`src/core/fsk_tx_pkg.sv`:
```
package fsk_tx_pkg;

  // register index width and bus address width
  localparam int          IDX_W        = 7;
  localparam int          ADDR_W       = 12;
  localparam int          DATA_W       = 32;
  localparam int          REG_W        = 8;

  // register indices, byte address is four times the index
  localparam logic [6:0]  IDX_TX_CTRL  = 7'h00;
  localparam logic [6:0]  IDX_IND_CTRL = 7'h01;
  localparam logic [6:0]  IDX_FE_CTL   = 7'h15;
  localparam logic [6:0]  IDX_FE_COUNT = 7'h16;
  localparam logic [6:0]  IDX_STATUS   = 7'h17;
  localparam logic [6:0]  IDX_DIV_ZERO = 7'h20;
  localparam logic [6:0]  IDX_DIV_ONE  = 7'h21;

  // transmit control field positions
  localparam int          LNA_BIT      = 7;
  localparam int          PWR_HI       = 6;
  localparam int          PWR_LO       = 4;
  localparam int          SYNC_BIT     = 3;
  localparam int          MODE_HI      = 2;
  localparam int          MODE_LO      = 1;

  // indicator control field positions
  localparam int          IND_HI       = 3;
  localparam int          SSI_BIT      = 3;
  localparam int          LDE_BIT      = 2;
  localparam int          PFC_HI       = 1;
  localparam int          PFC_LO       = 0;

  // fixed read-back bits
  localparam logic [7:0]  TX_CTRL_FIX  = 8'h01;
  localparam logic [7:0]  IND_FIX      = 8'h80;

  // reset values, amplifier off, receive mode
  localparam logic [7:0]  TX_CTRL_RST  = 8'h02;
  localparam logic [3:0]  IND_RST      = 4'h0;
  localparam logic [2:0]  PWR_OFF      = 3'h0;

  // operating mode codes
  localparam logic [1:0]  MODE_TX      = 2'h2;

  // frequency error control fields and mode codes
  localparam int          FE_MODE_HI   = 1;
  localparam int          FE_MODE_LO   = 0;
  localparam int          FE_LEN_HI    = 3;
  localparam int          FE_LEN_LO    = 2;
  localparam logic [1:0]  FE_OFF       = 2'h0;
  localparam logic [1:0]  FE_UP        = 2'h1;
  localparam logic [1:0]  FE_DN        = 2'h2;
  localparam logic [1:0]  FE_UPDN      = 2'h3;
  localparam logic [6:0]  FE_SYM_BASE  = 7'h08;

  // status bit positions
  localparam int          ST_BUSY      = 0;
  localparam int          ST_DONE      = 1;
  localparam int          ST_OVERRUN   = 2;

  // divider word fields
  localparam int          DIV_W        = 8;
  localparam int          DIV_M_LO     = 0;
  localparam int          DIV_N_LO     = 8;
  localparam int          DIV_A_LO     = 16;

  // measurement sequencer states
  typedef enum logic [2:0] {
    FE_IDLE = 3'b001,
    FE_RUN  = 3'b010,
    FE_DONE = 3'b100
  } fe_state_t;

endpackage : fsk_tx_pkg

```
`src/core/fsk_tx_power_and_freq_trim.sv`:
```
`timescale 1ns/100ps
`default_nettype none

module fsk_tx_power_and_freq_trim #(
  parameter int BIT_DIV = 10000,      // clocks per transmitted bit
  parameter int FIFO_D  = 4           // bit buffer depth
) (
  input  wire logic        clk,
  input  wire logic        rst,
  // apb slave
  input  wire logic [11:0] paddr,
  input  wire logic        psel,
  input  wire logic        penable,
  input  wire logic        pwrite,
  input  wire logic [31:0] pwdata,
  input  wire logic [3:0]  pstrb,
  output logic      [31:0] prdata,
  output logic             pready,
  output logic             pslverr,
  // shared data pin, split into three signals
  input  wire logic        shared_data_pin_i,
  output logic             shared_data_pin_o,
  output logic             shared_data_pin_oe,
  output logic             data_strobe_pin,
  // receive and measurement side
  input  wire logic        rx_data,
  input  wire logic        fee_up_pulse,
  input  wire logic        fee_dn_pulse,
  input  wire logic        symbol_tick,
  input  wire logic        synth_lock,
  // radio controls
  output logic      [2:0]  tx_power_level,
  output logic             pa_enable,
  output logic             low_noise_amp_bypass,
  output logic             sync_enable,
  output logic             operating_mode_hi,
  output logic             operating_mode_lo,
  output logic             signal_strength_enable,
  output logic             lock_detect_enable,
  output logic             prefilter_cutoff_hi,
  output logic             prefilter_cutoff_lo,
  output logic      [7:0]  synth_m,
  output logic      [7:0]  synth_n,
  output logic      [7:0]  synth_a,
  output logic             tx_bit_active
);

  localparam int DW = fsk_tx_pkg::DIV_W;
  localparam int CW = 16;

  // ---------------- register state ----------------
  logic [7:0]  tx_ctrl_q;             // power, mode and bypass bits
  logic [3:0]  ind_q;                 // indicator and prefilter bits
  logic [3:0]  fe_ctl_q;              // measurement control
  logic [23:0] div_zero_q;            // divider set for bit zero
  logic [23:0] div_one_q;             // divider set for bit one
  logic        overrun_q;             // sampled bit lost, sticky
  logic [31:0] prdata_q;              // read data captured at setup

  // ---------------- datapath state ----------------
  logic [CW-1:0] div_cnt_q;           // bit rate divider
  logic          bit_tick_q;          // one-cycle bit boundary pulse
  logic          pin_sync1_q;         // first synchroniser stage
  logic          pin_sync2_q;         // second synchroniser stage
  logic          pend_q;              // sampled bit waiting for buffer
  logic          pend_bit_q;          // value of the waiting bit
  logic          strobe_q;            // bit strobe toward host
  logic          rx_out_q;            // receive data toward pin
  logic [DW-1:0] m_q;                 // active m divider
  logic [DW-1:0] n_q;                 // active n divider
  logic [DW-1:0] a_q;                 // active a divider
  logic          bit_q;               // bit currently modulated

  // ---------------- bus decode ----------------
  wire [6:0]  idx;
  wire        upper_zero;
  wire        setup;
  wire        access;
  wire        wr;
  wire        hit_tx;
  wire        hit_ind;
  wire        hit_fe_ctl;
  wire        hit_fe_cnt;
  wire        hit_status;
  wire        hit_div0;
  wire        hit_div1;
  wire        hit_any;
  wire        lane0;
  wire        lane1;
  wire        lane2;
  wire [7:0]  rd_tx;
  wire [7:0]  rd_ind;
  wire [7:0]  rd_status;
  wire [31:0] rd_mux;

  // ---------------- block wires ----------------
  wire        tx_mode;
  wire [7:0]  fe_count;
  wire        fe_busy;
  wire        fe_done;
  wire        fe_start;
  wire        fifo_in_ready;
  wire        fifo_out_valid;
  wire        fifo_out_bit;
  wire        drain;
  wire        capture;
  wire        lost;
  wire        div_wrap;
  wire [23:0] div_sel;

  // word index from byte address, upper bits must be zero
  assign idx        = paddr[8:2];
  assign upper_zero = (paddr[11:9] == 3'h0) && (paddr[1:0] == 2'h0);
  assign setup      = psel & ~penable;
  assign access     = psel & penable;
  assign wr         = access & pwrite;
  assign lane0      = pstrb[0];
  assign lane1      = pstrb[1];
  assign lane2      = pstrb[2];

  // one hit per mapped register
  assign hit_tx     = upper_zero && (idx == fsk_tx_pkg::IDX_TX_CTRL);
  assign hit_ind    = upper_zero && (idx == fsk_tx_pkg::IDX_IND_CTRL);
  assign hit_fe_ctl = upper_zero && (idx == fsk_tx_pkg::IDX_FE_CTL);
  assign hit_fe_cnt = upper_zero && (idx == fsk_tx_pkg::IDX_FE_COUNT);
  assign hit_status = upper_zero && (idx == fsk_tx_pkg::IDX_STATUS);
  assign hit_div0   = upper_zero && (idx == fsk_tx_pkg::IDX_DIV_ZERO);
  assign hit_div1   = upper_zero && (idx == fsk_tx_pkg::IDX_DIV_ONE);
  assign hit_any    = hit_tx | hit_ind | hit_fe_ctl | hit_fe_cnt
                    | hit_status | hit_div0 | hit_div1;

  // read-back values with fixed bits folded in
  assign rd_tx      = tx_ctrl_q | fsk_tx_pkg::TX_CTRL_FIX;
  assign rd_ind     = fsk_tx_pkg::IND_FIX | {4'h0, ind_q};
  assign rd_status  = {5'h00, overrun_q, fe_done, fe_busy};

  // read selection, unmapped reads give zero
  assign rd_mux = hit_tx     ? {24'h000000, rd_tx}          :
                  hit_ind    ? {24'h000000, rd_ind}         :
                  hit_fe_ctl ? {28'h0000000, fe_ctl_q}      :
                  hit_fe_cnt ? {24'h000000, fe_count}       :
                  hit_status ? {24'h000000, rd_status}      :
                  hit_div0   ? {8'h00, div_zero_q}          :
                  hit_div1   ? {8'h00, div_one_q}           :
                               32'h00000000;

  // zero-wait slave, error only for unmapped addresses
  assign pready  = 1'b1;
  assign pslverr = access & ~hit_any;
  assign prdata  = prdata_q;

  // read data captured in setup, stable through access
  always_ff @(posedge clk or posedge rst) begin
    if (rst) begin
      prdata_q <= 32'h00000000;
    end else if (setup & ~pwrite) begin
      prdata_q <= rd_mux;
    end
  end

  // control register writes on the access edge
  always_ff @(posedge clk or posedge rst) begin
    if (rst) begin
      tx_ctrl_q <= fsk_tx_pkg::TX_CTRL_RST;
      ind_q     <= fsk_tx_pkg::IND_RST;
      fe_ctl_q  <= 4'h0;
    end else if (wr & lane0) begin
      if (hit_tx)     tx_ctrl_q <= pwdata[7:0];
      if (hit_ind)    ind_q     <= pwdata[fsk_tx_pkg::IND_HI:0];
      if (hit_fe_ctl) fe_ctl_q  <= pwdata[3:0];
    end
  end

  // divider set registers, byte lanes honoured
  always_ff @(posedge clk or posedge rst) begin
    if (rst) begin
      div_zero_q <= 24'h000000;
      div_one_q  <= 24'h000000;
    end else if (wr) begin
      if (hit_div0 & lane0) div_zero_q[7:0]   <= pwdata[7:0];
      if (hit_div0 & lane1) div_zero_q[15:8]  <= pwdata[15:8];
      if (hit_div0 & lane2) div_zero_q[23:16] <= pwdata[23:16];
      if (hit_div1 & lane0) div_one_q[7:0]    <= pwdata[7:0];
      if (hit_div1 & lane1) div_one_q[15:8]   <= pwdata[15:8];
      if (hit_div1 & lane2) div_one_q[23:16]  <= pwdata[23:16];
    end
  end

  // a write of the control register starts a measurement
  assign fe_start = wr & lane0 & hit_fe_ctl;

  // ---------------- radio control outputs ----------------
  assign tx_power_level = tx_ctrl_q[fsk_tx_pkg::PWR_HI:fsk_tx_pkg::PWR_LO];
  // amplifier off only for the zero code
  assign pa_enable      = (tx_power_level != fsk_tx_pkg::PWR_OFF);
  assign low_noise_amp_bypass   = tx_ctrl_q[fsk_tx_pkg::LNA_BIT];
  assign sync_enable            = tx_ctrl_q[fsk_tx_pkg::SYNC_BIT];
  assign operating_mode_hi      = tx_ctrl_q[fsk_tx_pkg::MODE_HI];
  assign operating_mode_lo      = tx_ctrl_q[fsk_tx_pkg::MODE_LO];
  assign signal_strength_enable = ind_q[fsk_tx_pkg::SSI_BIT];
  assign lock_detect_enable     = ind_q[fsk_tx_pkg::LDE_BIT];
  assign prefilter_cutoff_hi    = ind_q[fsk_tx_pkg::PFC_HI];
  assign prefilter_cutoff_lo    = ind_q[fsk_tx_pkg::PFC_LO];
  assign tx_mode = ({operating_mode_hi, operating_mode_lo}
                    == fsk_tx_pkg::MODE_TX);

  // ---------------- shared pin direction ----------------
  // host drives the pin in transmit, we drive it otherwise
  assign shared_data_pin_oe = ~tx_mode;
  assign shared_data_pin_o  = rx_out_q;
  assign data_strobe_pin    = strobe_q;

  // receive data retimed before reaching the pin
  always_ff @(posedge clk or posedge rst) begin
    if (rst) rx_out_q <= 1'b0;
    else     rx_out_q <= rx_data;
  end

  // two-stage synchroniser on the host-driven pin
  always_ff @(posedge clk or posedge rst) begin
    if (rst) begin
      pin_sync1_q <= 1'b0;
      pin_sync2_q <= 1'b0;
    end else begin
      pin_sync1_q <= shared_data_pin_i;
      pin_sync2_q <= pin_sync1_q;
    end
  end

  // ---------------- bit rate divider ----------------
  assign div_wrap = (div_cnt_q == CW'(BIT_DIV - 1));

  // free count in transmit, held at zero otherwise
  always_ff @(posedge clk or posedge rst) begin
    if (rst) begin
      div_cnt_q  <= '0;
      bit_tick_q <= 1'b0;
    end else begin
      div_cnt_q  <= (~tx_mode | div_wrap) ? '0 : div_cnt_q + 1'b1;
      bit_tick_q <= tx_mode & div_wrap;
    end
  end

  // strobe tells the host a bit boundary passed, whether or not the bit was taken
  always_ff @(posedge clk or posedge rst) begin
    if (rst) strobe_q <= 1'b0;
    else     strobe_q <= bit_tick_q & tx_mode;   // no strobe after leaving tx
  end

  // ---------------- sampler with back-pressure ----------------
  // a new sample is taken only when the previous one is gone
  assign capture = bit_tick_q & (~pend_q | fifo_in_ready);
  assign lost    = bit_tick_q & pend_q & ~fifo_in_ready;

  // holds one bit until the buffer accepts it
  always_ff @(posedge clk or posedge rst) begin
    if (rst) begin
      pend_q     <= 1'b0;
      pend_bit_q <= 1'b0;
    end else if (~tx_mode) begin
      pend_q     <= 1'b0;
    end else if (capture) begin
      pend_q     <= 1'b1;
      pend_bit_q <= pin_sync2_q;
    end else if (fifo_in_ready) begin
      pend_q     <= 1'b0;
    end
  end

  // overrun sticky, set wins over a write-one clear
  always_ff @(posedge clk or posedge rst) begin
    if (rst) begin
      overrun_q <= 1'b0;
    end else if (lost) begin
      overrun_q <= 1'b1;
    end else if (wr & lane0 & hit_status & pwdata[fsk_tx_pkg::ST_OVERRUN]) begin
      overrun_q <= 1'b0;
    end
  end

  // buffer between pin sampling and modulation
  bit_fifo #(
    .WIDTH (1),
    .DEPTH (FIFO_D)
  ) u_fifo (
    .clk       (clk),
    .rst       (rst),
    .in_valid  (pend_q),
    .in_ready  (fifo_in_ready),
    .in_data   (pend_bit_q),
    .out_valid (fifo_out_valid),
    .out_ready (drain),
    .out_data  (fifo_out_bit)
  );

  // modulation drains one bit per boundary while locked
  assign drain = tx_mode & bit_tick_q & synth_lock;

  // ---------------- divider set selection ----------------
  assign div_sel = fifo_out_bit ? div_one_q : div_zero_q;

  // whole set loaded in one edge, so no mixed values appear
  always_ff @(posedge clk or posedge rst) begin
    if (rst) begin
      m_q   <= '0;
      n_q   <= '0;
      a_q   <= '0;
      bit_q <= 1'b0;
    end else if (~tx_mode) begin
      // receive uses set zero as local oscillator
      m_q   <= div_zero_q[fsk_tx_pkg::DIV_M_LO +: DW];
      n_q   <= div_zero_q[fsk_tx_pkg::DIV_N_LO +: DW];
      a_q   <= div_zero_q[fsk_tx_pkg::DIV_A_LO +: DW];
      bit_q <= 1'b0;
    end else if (drain & fifo_out_valid) begin
      m_q   <= div_sel[fsk_tx_pkg::DIV_M_LO +: DW];
      n_q   <= div_sel[fsk_tx_pkg::DIV_N_LO +: DW];
      a_q   <= div_sel[fsk_tx_pkg::DIV_A_LO +: DW];
      bit_q <= fifo_out_bit;
    end
  end

  assign synth_m       = m_q;
  assign synth_n       = n_q;
  assign synth_a       = a_q;
  assign tx_bit_active = bit_q;

  // ---------------- frequency error measurement ----------------
  freq_err_counter #(
    .W (8)
  ) u_fe (
    .clk         (clk),
    .rst         (rst),
    .start       (fe_start),
    .ctl         (pwdata[3:0]),
    .symbol_tick (symbol_tick),
    .up_pulse    (fee_up_pulse),
    .dn_pulse    (fee_dn_pulse),
    .count       (fe_count),
    .busy        (fe_busy),
    .done        (fe_done)
  );

endmodule : fsk_tx_power_and_freq_trim

`default_nettype wire

```
`src/core/bit_fifo.sv`:
```
`timescale 1ns/100ps
`default_nettype none

module bit_fifo #(
  parameter int WIDTH = 1,
  parameter int DEPTH = 4
) (
  input  wire logic             clk,
  input  wire logic             rst,
  input  wire logic             in_valid,
  output logic                  in_ready,
  input  wire logic [WIDTH-1:0] in_data,
  output logic                  out_valid,
  input  wire logic             out_ready,
  output logic      [WIDTH-1:0] out_data
);

  localparam int AW = $clog2(DEPTH);

  logic [WIDTH-1:0] mem [DEPTH];      // storage words
  logic [AW:0]      wr_q;             // write pointer with wrap bit
  logic [AW:0]      rd_q;             // read pointer with wrap bit
  wire              full;
  wire              empty;
  wire              push;
  wire              pop;

  // full when pointers differ only in wrap bit
  assign full      = (wr_q[AW] != rd_q[AW]) && (wr_q[AW-1:0] == rd_q[AW-1:0]);
  assign empty     = (wr_q == rd_q);
  assign in_ready  = ~full;
  assign out_valid = ~empty;
  assign push      = in_valid & ~full;
  assign pop       = out_ready & ~empty;
  assign out_data  = mem[rd_q[AW-1:0]];

  // pointer update
  always_ff @(posedge clk or posedge rst) begin
    if (rst) begin
      wr_q <= '0;
      rd_q <= '0;
    end else begin
      if (push) wr_q <= wr_q + 1'b1;
      if (pop)  rd_q <= rd_q + 1'b1;
    end
  end

  // storage write, no reset needed
  always_ff @(posedge clk) begin
    if (push) mem[wr_q[AW-1:0]] <= in_data;
  end

endmodule : bit_fifo

`default_nettype wire

```
`src/core/freq_err_counter.sv`:
```
`timescale 1ns/100ps
`default_nettype none

module freq_err_counter #(
  parameter int W = 8
) (
  input  wire logic         clk,
  input  wire logic         rst,
  input  wire logic         start,
  input  wire logic [3:0]   ctl,
  input  wire logic         symbol_tick,
  input  wire logic         up_pulse,
  input  wire logic         dn_pulse,
  output logic      [W-1:0] count,
  output logic              busy,
  output logic              done
);

  fsk_tx_pkg::fe_state_t state_q;     // sequencer state
  logic [1:0]            mode_q;      // latched counting mode
  logic [6:0]            target_q;    // symbols to count
  logic [6:0]            sym_q;       // symbols seen
  wire                   up_en;
  wire                   dn_en;
  wire  [W-1:0]          count_d;

  // up counts only in modes with low bit set, down with high bit
  assign up_en   = up_pulse & mode_q[fsk_tx_pkg::FE_MODE_LO];
  assign dn_en   = dn_pulse & mode_q[fsk_tx_pkg::FE_MODE_HI];
  // plain modulo arithmetic, no saturation at either limit
  assign count_d = count + W'(up_en) - W'(dn_en);
  assign busy    = (state_q == fsk_tx_pkg::FE_RUN);
  assign done    = (state_q == fsk_tx_pkg::FE_DONE);

  // measurement sequencer
  always_ff @(posedge clk or posedge rst) begin
    if (rst) begin
      state_q  <= fsk_tx_pkg::FE_IDLE;
      mode_q   <= fsk_tx_pkg::FE_OFF;
      target_q <= fsk_tx_pkg::FE_SYM_BASE;
      sym_q    <= '0;
      count    <= '0;
    end else if (start) begin
      mode_q   <= ctl[fsk_tx_pkg::FE_MODE_HI:fsk_tx_pkg::FE_MODE_LO];
      target_q <= fsk_tx_pkg::FE_SYM_BASE
                  << ctl[fsk_tx_pkg::FE_LEN_HI:fsk_tx_pkg::FE_LEN_LO];
      sym_q    <= '0;
      count    <= '0;
      // off mode leaves the sequencer idle
      state_q  <= (ctl[fsk_tx_pkg::FE_MODE_HI:fsk_tx_pkg::FE_MODE_LO]
                   == fsk_tx_pkg::FE_OFF) ? fsk_tx_pkg::FE_IDLE
                                          : fsk_tx_pkg::FE_RUN;
    end else begin
      case (state_q)
        fsk_tx_pkg::FE_RUN: begin
          count <= count_d;
          if (symbol_tick) begin
            sym_q <= sym_q + 1'b1;
            // window closes on the last counted symbol
            if (sym_q + 1'b1 == target_q) state_q <= fsk_tx_pkg::FE_DONE;
          end
        end
        fsk_tx_pkg::FE_IDLE: state_q <= fsk_tx_pkg::FE_IDLE;
        fsk_tx_pkg::FE_DONE: state_q <= fsk_tx_pkg::FE_DONE;
        default:             state_q <= fsk_tx_pkg::FE_IDLE;
      endcase
    end
  end

endmodule : freq_err_counter

`default_nettype wire

```
`config.mk`:
```
export PLATFORM = sky130hd
export DESIGN_NAME = fsk_tx_power_and_freq_trim
export DESIGN_NICKNAME = d
export VERILOG_FILES = /design/src/core/fsk_tx_pkg.sv /design/src/core/fsk_tx_power_and_freq_trim.sv /design/src/core/bit_fifo.sv /design/src/core/freq_err_counter.sv
export SDC_FILE = /design/constraint.sdc
export NUM_CORES = 1
export LEC_CHECK = 0
export BUFFER_PORTS_ARGS = -buffer_cell sky130_fd_sc_hd__buf_2
export CAP_MARGIN = 25
export CELL_PAD_IN_SITES_DETAIL_PLACEMENT = 0
export CELL_PAD_IN_SITES_GLOBAL_PLACEMENT = 1
export CORE_UTILIZATION = 45
export CTS_CLUSTER_DIAMETER = 80
export DETAILED_ROUTE_END_ITERATION = 10
export PLACE_DENSITY = 0.78
export SYNTH_ARGS = -nofsm -noshare
export SYNTH_HDL_FRONTEND = slang
export SYNTH_SLANG_ARGS = --single-unit
```
`constraint.sdc`:
```
create_clock -name clk -period 7.3 [get_ports clk]
set_input_delay 2.19 -clock clk [delete_from_list [all_inputs] [get_ports clk]]
set_output_delay 2.19 -clock clk [all_outputs]
set_load 0.02 [all_outputs]
```
# ---- Yosys cells after proc, flatten, opt, wreduce, memory -nomap -nowiden
# Memory sizes are Yosys's and may differ from the RTL's.
# Cells that the tools add are included.
dict set report totals {
  ff_bits 178
  mem_bits_rw 4
  n_memories 1
  elab_cells 159
  output_inout_bits 74
  input_bits 59
}
# memory words word_bits read_ports rd_clocked_by_memory_dff write_ports line_no
set mem_list {}
lappend mem_list {u_fifo.mem 4 1 1 0 1 bit_fifo.sv:20} ;# logic [WIDTH-1:0] mem [DEPTH];
dict set report classes {
  bitwise_logic 40
  eq_ne 18
  mux 34
  n_reduce_logical 29
  add_sub_neg 6
  shifts 1
}
# cell n
set ops {}
lappend ops {{2-to-1 mux 24 bit} 8}
lappend ops {{2-to-1 mux 8 bit} 8}
lappend ops {{bitwise AND 1 bit} 25}
lappend ops {{AND reduction 2 bit} 12}
lappend ops {{equality test 7 x 5 -> 1 bit, second input constant} 3}
lappend ops {{2-to-1 mux 7 bit} 3}
lappend ops {{adder 16 x 1 -> 16 bit, second input constant} 1}
lappend ops {{equality test 16 x 14 -> 1 bit, second input constant} 1}
lappend ops {{2-to-1 mux 16 bit} 1}
lappend ops {{equality test 7 x 6 -> 1 bit, second input constant} 2}
lappend ops {{logical AND 1 bit} 9}
lappend ops {{2-to-1 mux 1 bit} 9}
lappend ops {{2-to-1 mux 3 bit} 3}
lappend ops {{adder 8 x 1 -> 8 bit} 1}
lappend ops {{bitwise OR 1 bit} 8}
lappend ops {{subtractor 8 x 1 -> 8 bit} 1}
lappend ops {{adder 7 x 1 -> 7 bit, second input constant} 1}
lappend ops {{equality test 7 x 1 -> 1 bit, second input constant} 1}
lappend ops {{equality test 7 bit} 1}
lappend ops {{zero test 7 bit} 1}
lappend ops {{NOT 1 bit} 7}
lappend ops {{<< shifter 4 x 2 -> 7 bit, first input constant} 1}
lappend ops {{adder 3 x 1 -> 3 bit, second input constant} 2}
lappend ops {{one-hot mux 3 bit (2 select lines)} 1}
lappend ops {{15 further kinds} 18}

# ---- Longest topological paths before layout
dict set report logic_depth {
  ltp_word 11
  mapped_depth 12
}

# ---- By module
# Synthesis repeated with hierarchy kept, for this count alone.
dict set report hier_totals {
  cells_unflattened 771
  area_unflattened_um2 8480.6
}
# module cells_each area_each_um2 n_inst
set modules_own_cells {}
lappend modules_own_cells {fsk_tx_power_and_freq_trim 559 6347.3 1}
lappend modules_own_cells {freq_err_counter 161 1521.5 1}
lappend modules_own_cells {bit_fifo 51 611.8 1}

# ---- Least setup slack after synthesis
# OpenSTA, ideal clock, no wires.
dict set report synth_timing {
  path_type {in2out}
  start {input paddr[2]}
  end {output pslverr}
  path_stages 5
  t_arrival_ps 3459
  slack_ps 1651
  path_cell_list {buf_2 > buf_2 > buf_4 > a21o_1 > a211oi_1}
}
dict set report synth_between {
  elab_chain_len 10
}
# element line_no
set synth_rtl {}
lappend synth_rtl {{from (decl)} fsk_tx_power_and_freq_trim.sv:11} ;# input wire logic [11:0] paddr,
lappend synth_rtl {{equality test 7 x 1 -> 1 bit or zero test 7 bit (tied branches)} {fsk_tx_power_and_freq_trim.sv:123, fsk_tx_power_and_freq_trim.sv:122}}
lappend synth_rtl {{logical AND 1 bit (on tied branches)} {fsk_tx_power_and_freq_trim.sv:123, fsk_tx_power_and_freq_trim.sv:122}}
lappend synth_rtl {{bitwise OR 1 bit (3 in series)} fsk_tx_power_and_freq_trim.sv:129} ;# assign hit_any = hit_tx | hit_ind | hit_fe_ctl | hit_fe_cnt
lappend synth_rtl {{bitwise OR 1 bit (2 in series)} fsk_tx_power_and_freq_trim.sv:130} ;# | hit_status | hit_div0 | hit_div1;
lappend synth_rtl {{bitwise OR 1 bit *} fsk_tx_power_and_freq_trim.sv:130}
lappend synth_rtl {{NOT 1 bit *} fsk_tx_power_and_freq_trim.sv:149} ;# assign pslverr = access & ~hit_any;
lappend synth_rtl {{bitwise AND 1 bit *} fsk_tx_power_and_freq_trim.sv:149}
lappend synth_rtl {{to (decl)} fsk_tx_power_and_freq_trim.sv:19} ;# output logic pslverr,
# Mark *: on every way between the ends. The rest lies on a longest branch, timed or not.

# ---- Final worst setup path
dict set report layout_timing {
  start {input paddr[1]}
  end {output pslverr}
}
dict set report layout_between {
  elab_chain_len 11
}
# element line_no
set layout_rtl {}
lappend layout_rtl {{zero test 2 bit *} fsk_tx_power_and_freq_trim.sv:113} ;# assign upper_zero = (paddr[11:9] == 3'h0) && (paddr[1:0] == 2'h0);
lappend layout_rtl {{logical AND 1 bit *} fsk_tx_power_and_freq_trim.sv:113}
lappend layout_rtl {{logical AND 1 bit (on tied branches)} {fsk_tx_power_and_freq_trim.sv:122, fsk_tx_power_and_freq_trim.sv:123}}
lappend layout_rtl {{bitwise OR 1 bit (3 in series)} fsk_tx_power_and_freq_trim.sv:129}
lappend layout_rtl {{bitwise OR 1 bit (2 in series)} fsk_tx_power_and_freq_trim.sv:130}
lappend layout_rtl {{bitwise OR 1 bit *} fsk_tx_power_and_freq_trim.sv:130}
lappend layout_rtl {{NOT 1 bit *} fsk_tx_power_and_freq_trim.sv:149}
lappend layout_rtl {{bitwise AND 1 bit *} fsk_tx_power_and_freq_trim.sv:149}
# Marked as above.

==> results.toml <==
[outcome]
outcome = "finished, final reports clean"

[clocking]
post_cts.repair.setup_buffers = 0
clockBufferDepth = 2
clk_pin_slew_ns = 0.07
cts_resized = 0
cts_buffers = 17
cts_root_buf = "clkbuf_16"
clock-sinks = 168
clkLatencyLatePin_ns = 0.42
h-tree-depth = 4
cts_tree = "built"
hold_buffers = 0

[place]
routabilityCongestion = 0.826
dpl.hpwl_um = 13100
io_buffer_count = 114

[detailed_routing]
wl_per_cell_um = 16.9
drtIter0Drc = 234
wl_um = 18200
vias_per_cell = 5.28
drt_pass1_iterations = 4
via_count = 5663
drtAntennaViolNets = 0
drc = 0

[synth]
async_reset_ff_share_pct = 97.6
netlist_area_mm2 = 0.00810
synthMuxAreaShare_pct = 14.2
ys_top_cells_by_area = "dfrtp_1 (50%), mux2_2 (7.5%), mux2i_1 (5.7%)"
syn_inst = 726
synth_area_leader_cell = "dfrtp_1"
yosysMostFrequentCell = "dfrtp_1"
synth_top_family_by_area = "simple AND/OR/NAND/NOR gates"
synth_edf_count = 4
ys.flop_type = "dfrtp_1"
ys_seq_elements = 168
synth_fa_ha_area_share_pct = 2.56
synth_cell_types = 62
synthXorXnorAreaFrac_pct = 4.00
synth_top_area_share_pct = 49.7
synth_compound_area_share_pct = 8.18
seq_area_frac_synth_pct = 52.2
synthSimpleGateAreaFrac_pct = 15.4
synth_warnings = 0
syn_area_per_cell_um2 = 11.2
yosys-top-cells-count = "dfrtp_1 (161), nand2_1 (94), mux2_2 (54)"

[worst_hold_path]
hp-class = "register to register"
hold-path-cell-count = 0
hp-start = "pin_sync1_q$_DFF_PP0_"
hold_path_end = "pin_sync2_q$_DFF_PP0_"

[sta]
worst_pin_slew_ns = 0.919
fin_crit_ns = 6.11
setup_violations = 0
finClkSkew_ns = 0.0105
finalCritPeriodShare_pct = 83.7
relSlewSlack_pct = 38.5
rsz0062_at_grt = "false"
tns_ns = 0
finalHoldViolations = 0
max_clock_freq_mhz = 164
drv_slew = 0

[grt]
grtUsageTotal_pct = 20.8
grt_max_degree = 108
grt_pass1_vias = 5590
antenna_found_initial = 0
grt-ovfl-total = 0
grt_first_pass_wirelength_um = 29100

[worst_setup_path]
r2r_end = "u_fe.count[7]$_DFFE_PP0P_"
worstSetupPathType = "input port to primary output"
endpoint_kind = "primary output"
worstPathRequired_ns = 5.11
reg2reg_from = "fe_ctl_q[1]$_DFFE_PP0P_"
critPathArrivalTime_ns = 3.92
crit_fanout = 8
crit_start = "paddr[1]"
r2r_slack_ns = 4.93
critPathLaunchType = "input port"
rr_worst_depth = 10

[die]
initial_core_util_pct = 46.5
die_x_um = 136
die_area_mm2 = 0.0185
core_mm2 = 0.0174
row_count = 48
die_y_um = 136
io_pins = 133

[cells_and_area]
nNetsFinal = 910
antenna_cells = 0
area_delta_synth_final_pct = 17.3
n_fill_cell = 1571
final_util_pct = 54.6
drive_gt1_share_pct = 28.1

[pwr]
power.density_mw_per_mm2 = 202
peakVddDrop_uv = 177
p_leak_nw = 4.85

[run]
maxCapViolCount = 0
[where the power goes]
part           leakage [nW]  switching, mW  internal, mW  total [mW]
sequential             2.27        0.00114         0.935       0.937
combinational          2.29         0.0508        0.0208      0.0716
clock                 0.287          0.390         0.525       0.915
total                  4.85          0.442          1.48        1.92
[routing by layer]
layer  GRT usage (%)  wire [um]
met1            27.4       8290
met2            34.3       8710
met3            3.36        779
met4            7.59        393
met5               0          0
[state kept, by name, summed over array words and instances (netlist names), 7 cells and up]
signal and cells:
div_cnt_q 16, div_one_q 24, div_zero_q 24, prdata 24
synth_a 8, synth_m 8, synth_n 8, tx_ctrl_q 7
u_fe.count 8, u_fe.sym_q 7
[stage by stage]
| stage | cell area [um^2] | hold slack (ns) | std cells | worst slack [ns] | power [mW] |
|---|---|---|---|---|---|
| final | 9500 | 0.354 | 1073 | 1.19 | 1.92 |
| after global routing | 9500 | 0.367 | 1073 | 1.12 | 1.99 |
| after CTS | 9430 | 0.356 | 1070 | 1.21 | 1.94 |
| after detailed placement | 8830 | 0.337 | 1038 | 1.22 | 1.02 |
| after global placement | 8820 | 0.339 | 1037 | 1.25 | 1.02 |
| after floorplan | 8130 | 0.331 | 733 | 0.682 | 0.997 |
[cells in the final DEF, fill, tap and decap left out, drive strengths merged, types with 20 or more instances in the layout]
cell type	instances
nand2	97
o21ai	44
dfrtp	161
nor2	58
mux2i	46
inv	27
xnor2	20
o31ai	20
buf	121
mux2	59
[how the worst max path moves through the flow]
stage | end | slack, ns | cells past startpoint
after detailed placement | pslverr | 1.22 | 6
after CTS | pslverr | 1.21 | 6
after floorplan | bit_tick_q$_DFF_PP0_ | 0.68 | 1
final | pslverr | 1.19 | 6
after global placement | pslverr | 1.25 | 6
after global routing | pslverr | 1.12 | 6
[area by class of cell]
type	count	area (um^2)	area share, %
flip-flops and latches	168	4230	44.5
multi-input cells	507	3630	38.2
repair buffers	121	676	7.11
clock buffers	19	443	4.66
well taps	225	282	2.96
clock inverters	13	160	1.69
inverters	20	80.1	0.843
[critical path: stages]
cell	delay [ns]
buf_2	0.12
nor4_4	0.40
nand3_1	0.26
nor3b_2	0.64
a211oi_1	0.11
buf_2	0.20
[kinds of logic after synthesis]
logic type	after synthesis
compound gates	105
other cells	2
buf+inv	58
flops	168
fa+ha+maj	16
mux	106
xor+xnor	37
simple gates	234
Power figures use the tool's default switching activity.
